## src/shared/idf_pkg.sv

```systemverilog
// Constants and types of the ISA/DMA memory forwarding decode
package idf_pkg;
	// ----------------------------------------------------------------
	// Widths
	// ----------------------------------------------------------------
	localparam int IDF_PAW = 12;
	localparam int IDF_CAW = 24;
	localparam int IDF_CNTW = 16;

	// ----------------------------------------------------------------
	// Register indices and byte addresses
	// ----------------------------------------------------------------
	localparam logic [9:0] IDF_IDX_FWD = 10'h069;
	localparam logic [9:0] IDF_IDX_BCS = 10'h06c;
	localparam logic [9:0] IDF_IDX_HOLE = 10'h06d;
	localparam logic [9:0] IDF_IDX_STAT = 10'h06e;
	localparam logic [9:0] IDF_IDX_FCNT = 10'h06f;
	localparam logic [9:0] IDF_IDX_ICNT = 10'h070;
	localparam logic [11:0] IDF_ADDR_FWD = {IDF_IDX_FWD, 2'b00};
	localparam logic [11:0] IDF_ADDR_BCS = {IDF_IDX_BCS, 2'b00};
	localparam logic [11:0] IDF_ADDR_HOLE = {IDF_IDX_HOLE, 2'b00};
	localparam logic [11:0] IDF_ADDR_STAT = {IDF_IDX_STAT, 2'b00};
	localparam logic [11:0] IDF_ADDR_FCNT = {IDF_IDX_FCNT, 2'b00};
	localparam logic [11:0] IDF_ADDR_ICNT = {IDF_IDX_ICNT, 2'b00};

	// ----------------------------------------------------------------
	// Fields and reset values
	// ----------------------------------------------------------------
	localparam int IDF_CEIL_HI = 7;
	localparam int IDF_CEIL_LO = 4;
	localparam int IDF_FWD_BIOS_BIT = 3;
	localparam int IDF_FWD_VGA_BIT = 2;
	localparam int IDF_FWD_BASE_BIT = 1;
	localparam logic [7:0] IDF_FWD_RESET = 8'h02;
	localparam logic [7:0] IDF_FWD_MASK = 8'hfe;
	localparam int IDF_BCS_EN_BIT = 6;
	localparam int IDF_BCS_WP_BIT = 2;
	localparam logic [7:0] IDF_BCS_RESET = 8'h00;
	localparam logic [7:0] IDF_BCS_MASK = 8'h44;
	localparam int IDF_HOLE_EN_BIT = 0;
	localparam int IDF_HOLE_HI = 7;
	localparam int IDF_HOLE_LO = 4;
	localparam logic [7:0] IDF_HOLE_RESET = 8'h00;
	localparam logic [7:0] IDF_HOLE_MASK = 8'hf1;

	// ----------------------------------------------------------------
	// Decoded address ranges
	// ----------------------------------------------------------------
	localparam logic [23:0] IDF_BASE_LO = 24'h080000;
	localparam logic [23:0] IDF_BASE_HI = 24'h09ffff;
	localparam logic [23:0] IDF_VGA_LO = 24'h0a0000;
	localparam logic [23:0] IDF_VGA_HI = 24'h0bffff;
	localparam logic [23:0] IDF_BIOS_LO = 24'h0e0000;
	localparam logic [23:0] IDF_BIOS_HI = 24'h0effff;

	typedef enum logic [2:0] {
		IDF_RG_MAIN,
		IDF_RG_HOLE,
		IDF_RG_BASE,
		IDF_RG_VGA,
		IDF_RG_BIOS
	} idf_region_t;
endpackage : idf_pkg

```

## src/verilog/idf_forward.sv

```systemverilog
// ISA/DMA memory cycle forwarding decode with APB registers
`timescale 1ns/1ps
`default_nettype none
module idf_forward
	import idf_pkg::*;
(
	input wire logic pclk,
	input wire logic presetn,
	input wire logic psel,
	input wire logic penable,
	input wire logic pwrite,
	input wire logic [IDF_PAW-1:0] paddr,
	input wire logic [31:0] pwdata,
	input wire logic [3:0] pstrb,
	output logic [31:0] prdata,
	output logic pready,
	output logic pslverr,
	input wire logic cyc_valid,
	input wire logic [IDF_CAW-1:0] cyc_addr,
	input wire logic cyc_write,
	output logic route_valid,
	output logic route_to_pci,
	output logic [2:0] route_region,
	output logic bios_chip_select_n
);
	// ----------------------------------------------------------------
	// Storage
	// ----------------------------------------------------------------
	logic [7:0] isa_dma_forwarding_control;
	logic [7:0] bios_chip_select_control;
	logic [7:0] memory_hole_control;
	logic [IDF_CNTW-1:0] pci_count;
	logic [IDF_CNTW-1:0] isa_count;
	logic last_to_pci;
	logic last_write;
	idf_region_t last_region;
	logic [3:0] last_mbyte;
	logic seen;

	// ----------------------------------------------------------------
	// Register bus decode
	// ----------------------------------------------------------------
	logic wr_en;
	logic lane0;
	logic sel_fwd;
	logic sel_bcs;
	logic sel_hole;
	logic sel_stat;
	logic sel_fcnt;
	logic sel_icnt;
	logic mapped;
	logic wr_fwd;
	logic wr_bcs;
	logic wr_hole;
	logic wr_fcnt;
	logic wr_icnt;
	logic [31:0] rdata;
	logic [31:0] stat_word;

	assign lane0 = pstrb[0];
	assign sel_fwd = (paddr == IDF_ADDR_FWD);
	assign sel_bcs = (paddr == IDF_ADDR_BCS);
	assign sel_hole = (paddr == IDF_ADDR_HOLE);
	assign sel_stat = (paddr == IDF_ADDR_STAT);
	assign sel_fcnt = (paddr == IDF_ADDR_FCNT);
	assign sel_icnt = (paddr == IDF_ADDR_ICNT);
	assign mapped = sel_fwd || sel_bcs || sel_hole || sel_stat || sel_fcnt || sel_icnt;

	assign wr_fwd = wr_en && sel_fwd && lane0;
	assign wr_bcs = wr_en && sel_bcs && lane0;
	assign wr_hole = wr_en && sel_hole && lane0;
	assign wr_fcnt = wr_en && sel_fcnt;
	assign wr_icnt = wr_en && sel_icnt;

	assign stat_word = {
		20'h00000,
		last_mbyte,
		seen,
		last_write,
		last_to_pci,
		2'b00,
		last_region
	};

	logic [31:0] fwd_word;
	logic [31:0] bcs_word;
	logic [31:0] hole_word;
	logic [31:0] fcnt_word;
	logic [31:0] icnt_word;

	assign fwd_word = {24'h000000, isa_dma_forwarding_control};
	assign bcs_word = {24'h000000, bios_chip_select_control};
	assign hole_word = {24'h000000, memory_hole_control};
	assign fcnt_word = {16'h0000, pci_count};
	assign icnt_word = {16'h0000, isa_count};

	// Unmapped addresses read as zero
	assign rdata = sel_fwd ? fwd_word :
		sel_bcs ? bcs_word :
		sel_hole ? hole_word :
		sel_stat ? stat_word :
		sel_fcnt ? fcnt_word :
		sel_icnt ? icnt_word :
		32'h00000000;

	idf_apb_slave u_apb (
		.pclk(pclk),
		.presetn(presetn),
		.psel(psel),
		.penable(penable),
		.pwrite(pwrite),
		.mapped(mapped),
		.rdata(rdata),
		.prdata(prdata),
		.pready(pready),
		.pslverr(pslverr),
		.wr_en(wr_en)
	);

	// ----------------------------------------------------------------
	// Control registers
	// ----------------------------------------------------------------
	always_ff @(posedge pclk or negedge presetn) begin
		if (!presetn) begin
			isa_dma_forwarding_control <= IDF_FWD_RESET;
		end else if (wr_fwd) begin
			isa_dma_forwarding_control <= pwdata[7:0] & IDF_FWD_MASK;
		end
	end

	always_ff @(posedge pclk or negedge presetn) begin
		if (!presetn) begin
			bios_chip_select_control <= IDF_BCS_RESET;
		end else if (wr_bcs) begin
			bios_chip_select_control <= pwdata[7:0] & IDF_BCS_MASK;
		end
	end

	always_ff @(posedge pclk or negedge presetn) begin
		if (!presetn) begin
			memory_hole_control <= IDF_HOLE_RESET;
		end else if (wr_hole) begin
			memory_hole_control <= pwdata[7:0] & IDF_HOLE_MASK;
		end
	end

	// ----------------------------------------------------------------
	// Field views
	// ----------------------------------------------------------------
	logic [3:0] ceiling;
	logic fwd_bios;
	logic fwd_vga;
	logic fwd_base;
	logic bios_decode;
	logic bios_wp;
	logic hole_en;
	logic [3:0] hole_mbyte;

	assign ceiling = isa_dma_forwarding_control[IDF_CEIL_HI:IDF_CEIL_LO];
	assign fwd_bios = isa_dma_forwarding_control[IDF_FWD_BIOS_BIT];
	assign fwd_vga = isa_dma_forwarding_control[IDF_FWD_VGA_BIT];
	assign fwd_base = isa_dma_forwarding_control[IDF_FWD_BASE_BIT];
	assign bios_decode = bios_chip_select_control[IDF_BCS_EN_BIT];
	assign bios_wp = bios_chip_select_control[IDF_BCS_WP_BIT];
	assign hole_en = memory_hole_control[IDF_HOLE_EN_BIT];
	assign hole_mbyte = memory_hole_control[IDF_HOLE_HI:IDF_HOLE_LO];

	// ----------------------------------------------------------------
	// Region match
	// ----------------------------------------------------------------
	logic in_base;
	logic in_vga;
	logic in_bios;

	idf_range_match #(
		.AW(IDF_CAW),
		.LO(IDF_BASE_LO),
		.HI(IDF_BASE_HI)
	) u_base (
		.addr(cyc_addr),
		.hit(in_base)
	);

	idf_range_match #(
		.AW(IDF_CAW),
		.LO(IDF_VGA_LO),
		.HI(IDF_VGA_HI)
	) u_vga (
		.addr(cyc_addr),
		.hit(in_vga)
	);

	idf_range_match #(
		.AW(IDF_CAW),
		.LO(IDF_BIOS_LO),
		.HI(IDF_BIOS_HI)
	) u_bios (
		.addr(cyc_addr),
		.hit(in_bios)
	);

	// ----------------------------------------------------------------
	// Ceiling and hole
	// ----------------------------------------------------------------
	logic [3:0] cyc_mbyte;
	logic below_top;
	logic in_hole;
	logic main_to_pci;

	assign cyc_mbyte = cyc_addr[IDF_CAW-1:IDF_CAW-4];
	// Top is ceiling+1 Mbytes, so any Mbyte index up to ceiling is below it
	assign below_top = (cyc_mbyte <= ceiling);
	assign in_hole = hole_en && (cyc_mbyte == hole_mbyte);
	assign main_to_pci = below_top && !in_hole;

	// ----------------------------------------------------------------
	// Routing decision
	// ----------------------------------------------------------------
	logic bios_to_pci;
	logic next_to_pci;
	logic next_cs;
	idf_region_t next_region;

	// BIOS decode enable keeps the block on ISA whatever bit 3 says
	assign bios_to_pci = fwd_bios && !bios_decode;
	// Chip select only while BIOS decode is on; writes need the write protect bit (bit 2) set
	assign next_cs = in_bios && bios_decode && (!cyc_write || bios_wp);

	assign next_to_pci = in_bios ? bios_to_pci :
		in_vga ? fwd_vga :
		in_base ? fwd_base :
		main_to_pci;

	assign next_region = in_bios ? IDF_RG_BIOS :
		in_vga ? IDF_RG_VGA :
		in_base ? IDF_RG_BASE :
		in_hole ? IDF_RG_HOLE :
		IDF_RG_MAIN;

	// ----------------------------------------------------------------
	// Route outputs
	// ----------------------------------------------------------------
	always_ff @(posedge pclk or negedge presetn) begin
		if (!presetn) begin
			route_valid <= 1'b0;
			route_to_pci <= 1'b0;
			route_region <= 3'h0;
			bios_chip_select_n <= 1'b1;
		end else begin
			route_valid <= cyc_valid;
			route_to_pci <= cyc_valid && next_to_pci;
			route_region <= cyc_valid ? next_region : 3'h0;
			bios_chip_select_n <= !(cyc_valid && next_cs);
		end
	end

	// ----------------------------------------------------------------
	// Last decision status
	// ----------------------------------------------------------------
	always_ff @(posedge pclk or negedge presetn) begin
		if (!presetn) begin
			last_to_pci <= 1'b0;
			last_write <= 1'b0;
			last_region <= IDF_RG_MAIN;
			last_mbyte <= 4'h0;
			seen <= 1'b0;
		end else if (cyc_valid) begin
			last_to_pci <= next_to_pci;
			last_write <= cyc_write;
			last_region <= next_region;
			last_mbyte <= cyc_mbyte;
			seen <= 1'b1;
		end
	end

	// ----------------------------------------------------------------
	// Route counters, each cleared by any write to its own address
	// ----------------------------------------------------------------
	logic count_pci;
	logic count_isa;
	logic [IDF_CNTW-1:0] next_pci_count;
	logic [IDF_CNTW-1:0] next_isa_count;

	assign count_pci = cyc_valid && next_to_pci;
	assign count_isa = cyc_valid && !next_to_pci;
	// A counted cycle in the clearing cycle is kept as the first count
	assign next_pci_count = wr_fcnt ? {{(IDF_CNTW-1){1'b0}}, count_pci} :
		count_pci ? pci_count + 1'b1 : pci_count;
	assign next_isa_count = wr_icnt ? {{(IDF_CNTW-1){1'b0}}, count_isa} :
		count_isa ? isa_count + 1'b1 : isa_count;

	always_ff @(posedge pclk or negedge presetn) begin
		if (!presetn) begin
			pci_count <= '0;
			isa_count <= '0;
		end else begin
			pci_count <= next_pci_count;
			isa_count <= next_isa_count;
		end
	end
endmodule : idf_forward
`default_nettype wire

```

## src/verilog/idf_range_match.sv

```systemverilog
// Inclusive address range comparator
`timescale 1ns/1ps
`default_nettype none
module idf_range_match #(
	parameter int AW = 24,
	parameter logic [AW-1:0] LO = '0,
	parameter logic [AW-1:0] HI = '1
) (
	input wire logic [AW-1:0] addr,
	output logic hit
);
	assign hit = (addr >= LO) && (addr <= HI);
endmodule : idf_range_match
`default_nettype wire

```

## src/verilog/idf_apb_slave.sv

```systemverilog
// APB slave handshake with one access cycle
`timescale 1ns/1ps
`default_nettype none
module idf_apb_slave (
	input wire logic pclk,
	input wire logic presetn,
	input wire logic psel,
	input wire logic penable,
	input wire logic pwrite,
	input wire logic mapped,
	input wire logic [31:0] rdata,
	output logic [31:0] prdata,
	output logic pready,
	output logic pslverr,
	output logic wr_en
);
	logic setup;

	// ----------------------------------------------------------------
	// Answer is prepared in the setup cycle
	// ----------------------------------------------------------------
	assign setup = psel && !penable;
	assign wr_en = psel && penable && pready && pwrite && !pslverr;

	always_ff @(posedge pclk or negedge presetn) begin
		if (!presetn) begin
			pready <= 1'b0;
			pslverr <= 1'b0;
			prdata <= 32'h00000000;
		end else begin
			pready <= setup;
			pslverr <= setup && !mapped;
			if (setup) begin
				prdata <= (mapped && !pwrite) ? rdata : 32'h00000000;
			end
		end
	end
endmodule : idf_apb_slave
`default_nettype wire

```

## config.mk

```make
export PLATFORM = sky130hd
export DESIGN_NAME = idf_forward
export DESIGN_NICKNAME = d
export VERILOG_FILES = /design/src/shared/idf_pkg.sv /design/src/verilog/idf_forward.sv /design/src/verilog/idf_range_match.sv /design/src/verilog/idf_apb_slave.sv
export SDC_FILE = /design/constraint.sdc
export NUM_CORES = 1
export LEC_CHECK = 0
export BUFFER_PORTS_ARGS = -buffer_cell sky130_fd_sc_hd__clkbuf_2
export CAP_MARGIN = 20
export CORE_MARGIN = 8
export CORE_UTILIZATION = 43
export CTS_CLUSTER_DIAMETER = 50
export DETAILED_ROUTE_END_ITERATION = 10
export PLACE_DENSITY = 0.76
export SLEW_MARGIN = 20
export SYNTH_ARGS = -nofsm -noshare
export SYNTH_HDL_FRONTEND = slang
export SYNTH_SLANG_ARGS = --single-unit
```

## constraint.sdc

```tcl
create_clock -name pclk -period 2.85 [get_ports pclk]
set_input_delay 0.4275 -clock pclk [delete_from_list [all_inputs] [get_ports pclk]]
set_output_delay 0.4275 -clock pclk [all_outputs]
set_load 0.005 [all_outputs]
```

==> results.md, run 1 <==
* TritonCTS buffer count at 9
* Antenna-violating nets left at 0
* Final HPWL DP at 8.00 mm
* Distinct cells, synth at 53
* Core ar. at 0.00959 sq mm
* Total DRC errors in the routed layout at 0
* Portion of synthesized cell area occupied by the leading cell type at 46.8%
* Startpoint of the most critical setup path: cyc_addr[23]
* Sort of element at the end of the critical path: flip-flop
* Biggest area contributors in the synthesized netlist: dfrtp_1, mux2_2, xnor2_1
* Top flip-flop cell by instance count after synthesis: dfrtp_1
* Wire length of the first global-routing pass at 17.4 mm
* Vias in the first global route at 3494
* Most common cell in the netlist: dfrtp_1
* Clock latency reported for the late side of the worst-skew pair at 350 ps
* Category of the most critical setup path: in -> reg
* Multi-input gate area in the final layout at 0.00200 sq mm
* Ordered cell list for the critical path: clkbuf_2 > or4b_1 > or3_1 > a211oi_2 > o21ai_1 > or4_1 > a21oi_1
* Shortest clock period the worst path allows after layout at 2400 ps
* Worst path depth at 7
* Top Ports at 119
* Global router's overall resource usage at 17.0%
* Async set-or-reset flop fraction in the synthesized netlist at 100%
* Worst Path Max Fanout at 6
* Power density over the cells at 518 mW/mm^2
* Pins Over Slew Limit at 0
* Number of iterations in the first detailed-routing pass at 6
* Final layout net count at 581
* Worst path bufs/invs at 1
* Worst hold-check path type: in -> async
* Effective utilization at floorplan at 43.5%
* Number of sinks on the clock net at 80
* Die H at 114 um
* Worst Reg2Reg Path Length in Cells at 9
* Final setup skew at 11.3 ps
* Synthesized area at 0.00417 sq mm
* Status: completed
* Vias per Instance at 5.46
* Row count at 36
* Maximum VDD drop at 207 uV
* Antenna violations before repair at 0
* Synthesized area divided by synthesized cell count at 9.84 sq um
* Critical path startpoint category: input port
* DP Cell Count at 618
* Total power of the final layout at 2520 uW
* Area added between synthesis and finish at 16.6%
* FF-to-FF Start: isa_dma_forwarding_control[5]
* Achievable Freq at 0.416 GHz
* Die area at 0.0131 sq mm
* Overflow left after global routing at 0
* Detailed-route wire length per cell at 17.0 um
* Pin count of the biggest net entering global routing at 81
* Share of layout cells above drive strength 1 at 24.0%
* Leakage power at 0.00226 uW
* Total via count in the routed design at 3462
* Total setup buffers inserted after CTS at 0
* Synthesized netlist cell count at 424
* Ant. Diodes at 0
* Register cell area after layout at 0.00200 sq mm
* Clock tree from TritonCTS: yes
* Warnings from Yosys at 0
* Final count of negative-setup-slack endpoints at 0
* Tcrit/Tclk final at 84.3%
* Req. time, crit path at 3120 ps
* # Max-Cap Violations at 0
* Worst setup path end: pci_count[14]
* Reg-to-reg critical path endpoint: pci_count[14]
* DRT iter0 DRCs at 201
* Layout filler cell count at 868
* Clock root buffer: clkbuf_8
* Final weighted congestion in routability-driven placement at 0.866
* Count of instances resized after the clock tree is built at 0
* Critical path's top delay family: simple AND/OR/NAND/NOR gates
* Share of synthesized area occupied by flip-flops and latches at 48.1%
* Flop and latch count out of synthesis at 80
* Number of flops mapped to enable cells by yosys at 0
* TNS Setup at 0 ps
* Maximum level of the CTS H-tree at 3
* Slowest cell on the critical path: or4b_1
* Stage delay of the slowest cell on the critical path at 630 ps
* Die span in x at 114 um
* Deepest clock path buffer count at 2
* Post-Route WL at 10.8 mm
* Data arrival time of the critical path at 2680 ps
* Worst slack on hold paths at 86.8 ps
* Worst slew margin at 52.0%
* Setup slack on the worst flop-to-flop path at 510 ps
* Unrepaired setup endpoints after global routing: no
* Non-filler cells in the finished layout at 634
* Post-CTS clock slew at the launch and capture registers of the worst setup and hold paths at 80 ps
* # port buffers at 59
* Final-report hold violation count at 0
* Number of buffers inserted by hold repair at cts at 0
* Slew at the pin closest to its max-slew limit at 720 ps
* Cell type with the highest aggregate area in the netlist: dfrtp_1
* Most frequent cells after synthesis: dfrtp_1, nand2_1, nor2_1
## registers in the layout (all words and copies together), names as in the netlist
| register | cells |
|---|---|
| bios_chip_select_control | 2 |
| bios_chip_select_n | 1 |
| isa_count | 16 |
| isa_dma_forwarding_control | 7 |
| last_mbyte | 4 |
| last_region | 3 |
| last_to_pci | 1 |
| last_write | 1 |
| memory_hole_control | 5 |
| pci_count | 16 |
| route_region | 3 |
| route_to_pci | 1 |
| route_valid | 1 |
| seen | 1 |
| u_apb.prdata | 16 |
| u_apb.pready | 1 |
| u_apb.pslverr | 1 |
## report_power, final
| part | total, uW | internal [uW] | switching [uW] |
|---|---|---|---|
| sequential | 1340 | 1220 | 118 |
| clock | 858 | 432 | 426 |
| combinational | 318 | 137 | 180 |
## metal layers
layer / up-vias / GRT usage, % / part of all wire [%]
li1: 1642 / - / -
met1: 1668 / 20.9 / 43
met2: 130 / 27.2 / 46
met3: 22 / 4.43 / 7.8
met4: 0 / 7.72 / 2.5
met5: - / 0 / 0
## how the worst min path moves through the flow
stage,startpoint,endpoint,slack [ps],cells past startpoint
global placement,last_region[0],last_region[0],460,1
detailed placement,seen,seen,470,1
floorplan,presetn,bios_chip_select_control[2],130,0
finish,presetn,u_apb.prdata[5],90,1
CTS,presetn,isa_dma_forwarding_control[3],270,1
global route,presetn,u_apb.prdata[5],160,1
## worst reg2reg max path: stages, from the launching register on
cell      delay [ps]
dfrtp_1          380
inv_1             80
ha_1             230
nor2b_1          130
o211ai_1         170
a21oi_1          120
a211oi_2         280
o21ai_1          160
or4_1            560
a21oi_1          160
## cell usage in the layout (no fill, tap or decap), drive strengths merged, types with 12 or more instances in the layout
cell / count
nor3: 18
o21ai: 24
nor2: 38
buf: 21
dfrtp: 78
inv: 12
clkbuf: 68
nand3: 14
nand2: 38
conb: 16
mux2: 16
xnor2: 18
## cell families after synthesis
| group | synth area share (%) |
|---|---|
| buffers and inverters | 5.37 |
| AOI/OAI and AO/OA | 14.8 |
| and+or+nand+nor | 19.3 |
| DFF | 48.1 |
| muxes | 5.28 |
| adders and majority gates | 1.80 |
| xor gates and xnor gates | 5.25 |
| other | 0.0899 |
## per-stage QoR
stage	setup slack, ps	area [sq um]	util (%)
floorplan	334	4230	-
global placement	116	4660	48.5
detailed placement	64.3	4660	48.5
CTS	451	4860	50.6
global route	302	4860	50.7
finish	449	4860	50.7
## final cells by class
type / count / area share [%]
sequential: 80 / 41.2
multi-input combinational: 316 / 41.1
timing repair buffer: 79 / 9.29
tap: 133 / 3.42
clock buffer: 10 / 2.83
clock inverter: 6 / 1.34
inverter: 10 / 0.772
No activity file was read; power rests on OpenSTA's default activity.
==> run 2: changes to the inputs <==
--- a/config.mk
+++ b/config.mk
@@ -5,13 +5,14 @@
 export SDC_FILE = /design/constraint.sdc
 export NUM_CORES = 1
 export LEC_CHECK = 0
+export ABC_AREA = 1
 export BUFFER_PORTS_ARGS = -buffer_cell sky130_fd_sc_hd__clkbuf_2
 export CAP_MARGIN = 20
 export CORE_MARGIN = 8
 export CORE_UTILIZATION = 43
 export CTS_CLUSTER_DIAMETER = 50
 export DETAILED_ROUTE_END_ITERATION = 10
-export PLACE_DENSITY = 0.76
+export PLACE_DENSITY = 0.77
 export SLEW_MARGIN = 20
 export SYNTH_ARGS = -nofsm -noshare
 export SYNTH_HDL_FRONTEND = slang
==> constraint.sdc (replaced) <==
create_clock -name pclk -period 2.2 [get_ports pclk]
set_input_delay 0.33 -clock pclk [delete_from_list [all_inputs] [get_ports pclk]]
set_output_delay 0.33 -clock pclk [all_outputs]
set_load 0.005 [all_outputs]
==> run 2 against run 1 <==
Hold slack better by 140 ps. Critical endpoint is now pci_count[11]. Wire length is 17% higher. Clock power up 69%. Final cell count increased by 42%. Die area increased by 18%. Global-route usage decreased by 0.58 points. Largest power group unchanged. Power grew 59%. Highest routed layer unchanged.
==> results.md, run 2 <==
* Synthesized area divided by synthesized cell count at 7.38 sq um (-25%)
* Count of instances resized after the clock tree is built at 0 (unchanged)
* Ordered cell list for the critical path: inv_1 > ha_1 > nand2_1 > inv_1 > nand2_1 > nand2_1 > nand2_1 > nand2_1 > nand2_1 > nand2_1 > nand2_4 > nand3_4 > buf_12 > nand3_1 > nand2_1
* Synthesized area at 0.00506 sq mm (+21%)
* Detailed-route wire length per cell at 14.0 um (-17%)
* Share of layout cells above drive strength 1 at 16.8% (-7.1 points)
* Antenna-violating nets left at 0 (unchanged)
* Post-Route WL at 12.6 mm (+17%)
* Final-report hold violation count at 0 (unchanged)
* TritonCTS buffer count at 9 (unchanged)
* DRT iter0 DRCs at 370 (+84%)
* Worst Reg2Reg Path Length in Cells at 15 (+6)
* Biggest area contributors in the synthesized netlist: dfrtp_1, nand2_1, inv_1
* # Max-Cap Violations at 0 (unchanged)
* Final weighted congestion in routability-driven placement at 0.890 (+2.8%)
* Worst Path Max Fanout at 10 (+4)
* Worst hold-check path type: in -> reg
* Async set-or-reset flop fraction in the synthesized netlist at 100% (unchanged)
* Critical path's top delay family: simple AND/OR/NAND/NOR gates
* Synthesized netlist cell count at 686 (+62%)
* Warnings from Yosys at 0 (unchanged)
* FF-to-FF Start: isa_dma_forwarding_control[7]
* Cell type with the highest aggregate area in the netlist: dfrtp_1
* Top Ports at 119 (unchanged)
* Post-CTS clock slew at the launch and capture registers of the worst setup and hold paths at 60 ps (-20 ps)
* Slowest cell on the critical path: dfrtp_1
* Vias per Instance at 5.12 (-6.2%)
* Maximum level of the CTS H-tree at 3 (unchanged)
* Die area at 0.0155 sq mm (+18%)
* Achievable Freq at 0.524 GHz
* Die H at 124 um (+8.7%)
* Pin count of the biggest net entering global routing at 46 (-43%)
* Deepest clock path buffer count at 2 (unchanged)
* Tcrit/Tclk final at 86.8%
* Total via count in the routed design at 4600 (+33%)
* Area added between synthesis and finish at 13.8%
* Unrepaired setup endpoints after global routing: no
* Number of sinks on the clock net at 80 (unchanged)
* Category of the most critical setup path: reg -> reg
* Clock latency reported for the late side of the worst-skew pair at 340 ps (about the same)
* Maximum VDD drop at 364 uV (+76%)
* Req. time, crit path at 2430 ps (-690 ps)
* Final setup skew at 6.86 ps (-4.45 ps)
* Worst path bufs/invs at 3 (+2)
* Number of buffers inserted by hold repair at cts at 1 (+1)
* Shortest clock period the worst path allows after layout at 1910 ps
* Sort of element at the end of the critical path: flip-flop
* Final count of negative-setup-slack endpoints at 0 (unchanged)
* CP dominant cell by count: nand2_1
* Overflow left after global routing at 0 (unchanged)
* # port buffers at 59 (unchanged)
* Clock tree from TritonCTS: yes
* Effective utilization at floorplan at 44.1% (+0.66 points)
* Number of flops mapped to enable cells by yosys at 0 (unchanged)
* Registers with the most flip-flops: isa_count (16), pci_count (16), u_apb.prdata (16)
* Final layout net count at 835 (+44%)
* Startpoint of the most critical setup path: isa_dma_forwarding_control[7]
* Leakage power at 0.00311 uW (+38%)
* Total setup buffers inserted after CTS at 0 (unchanged)
* Number of iterations in the first detailed-routing pass at 5 (-1)
* Ant. Diodes at 0 (unchanged)
* Distinct cells, synth at 39 (-26%)
* Vias in the first global route at 4427 (+27%)
* Most common cell in the netlist: nand2_1
* Setup slack on the worst flop-to-flop path at 290 ps (-220 ps)
* Top library cells by usage in the layout, fill and taps aside: nand2_1, inv_1, dfrtp_1
* Hold Startpoint: pwdata[4]
* Stage delay of the slowest cell on the critical path at 390 ps (-240 ps)
* Wire length of the first global-routing pass at 21.5 mm (+23%)
* End of the worst hold path: isa_dma_forwarding_control[4]
* Global router's overall resource usage at 16.4% (-0.58 points)
* Portion of synthesized cell area occupied by the leading cell type at 38.6% (-8.2 points)
* Core ar. at 0.0115 sq mm (+20%)
* Data arrival time of the critical path at 2140 ps (-540 ps)
* Worst path depth at 15 (+8)
* Reg-to-reg critical path endpoint: pci_count[11]
* Most frequent cells after synthesis: nand2_1, inv_1, dfrtp_1
* Top flip-flop cell by instance count after synthesis: dfrtp_1
* TNS Setup at 0 ps (unchanged)
* Antenna violations before repair at 0 (unchanged)
* Clock root buffer: clkbuf_16
* Pre-CTS WS at 234 ps (+170 ps)
* Flop and latch count out of synthesis at 80 (unchanged)
* Power density over the cells at 695 mW/mm^2 (+34%)
* Total DRC errors in the routed layout at 0 (unchanged)
* Status: completed
* Row count at 39 (+8.3%)
* Most frequent standard cell in the layout excluding fill and tap cells: nand2_1
* Critical path startpoint category: flip-flop
* Share of synthesized area occupied by flip-flops and latches at 39.6% (-8.4 points)
* Pins Over Slew Limit at 0 (unchanged)
* Number of cells traversed by the worst hold path at 3
* Die span in x at 124 um (+8.7%)
* Final worst setup slack at 290 ps (-159 ps)
* Final HPWL DP at 9.51 mm (+19%)
## run 2: cell types whose count changed after synthesis, sizes merged, moves of 17 or more
| cell | before | now |
|---|---|---|
| xor2 | 7 | 24 |
| nor2 | 38 | 67 |
| nand3 | 14 | 62 |
| o21ai | 24 | 46 |
| inv | 10 | 88 |
| nand2 | 38 | 214 |
## run 2: stage by stage
stage	power (uW)	utilization, %	hold WS, ps	cell area [sq um]	std cells
after floorplan	2340	-	34.4	5120	701
after global placement	2520	47.6	323	5460	881
after detailed placement	2550	47.6	326	5460	881
after CTS	4010	50.2	225	5760	898
after global routing	4220	50.2	230	5760	898
final	4000	50.2	224	5760	898
## run 2: worst max-delay path by stage
| stage | slack [ps] | end |
|---|---|---|
| after floorplan | 510 | pci_count[11] |
| after global placement | 250 | pci_count[12] |
| after detailed placement | 230 | pci_count[11] |
| after CTS | 290 | pci_count[0] |
| after global routing | 90 | pci_count[0] |
| final | 290 | pci_count[11] |
## run 2: power by group
group | switching [uW] | internal (uW)
sequential | 204 | 1630
clock | 641 | 809
combinational | 433 | 287
## run 2: worst reg2reg max path: cells and delay by family (launching register included)
family        cells  cell delay [ps]
simple gates     11              820
flops             1              390
buf+inv           3              320
fa+ha+maj         1              280
## run 2: cell type report
| class | instances | area, sq um |
|---|---|---|
| well taps | 143 | 179 |
| inverters | 89 | 334 |
| clock inverters | 6 | 51.3 |
| clock buffers | 10 | 239 |
| multi-input cells | 500 | 2540 |
| flip-flops and latches | 80 | 2000 |
| repair buffers | 70 | 408 |
| fillers | 1101 | 5710 |
## run 2: kinds of logic (layout without fill, tap and decap cells)
family                     after synthesis  in the layout  synth area share, %
other                                    1             16               0.0741
adders and majority gates                6              6                 1.48
buffers and inverters                  121            175                 11.2
DFF                                     80             80                 39.6
and+or+nand+nor                        388            388                 35.6
xor gates and xnor gates                28             28                 4.85
muxes                                    3              3                0.667
AOI/OAI and AO/OA                       59             59                 6.48
## run 2: layer usage
metal  track usage [%]  vias to the layer above  part of all wire, %
met5                 0                        -                    0
met3              3.49                       12                  7.6
met4              3.76                        0                 0.94
met1              23.5                     2156                   47
met2              24.5                      159                   44
li1                  -                     2273                    -
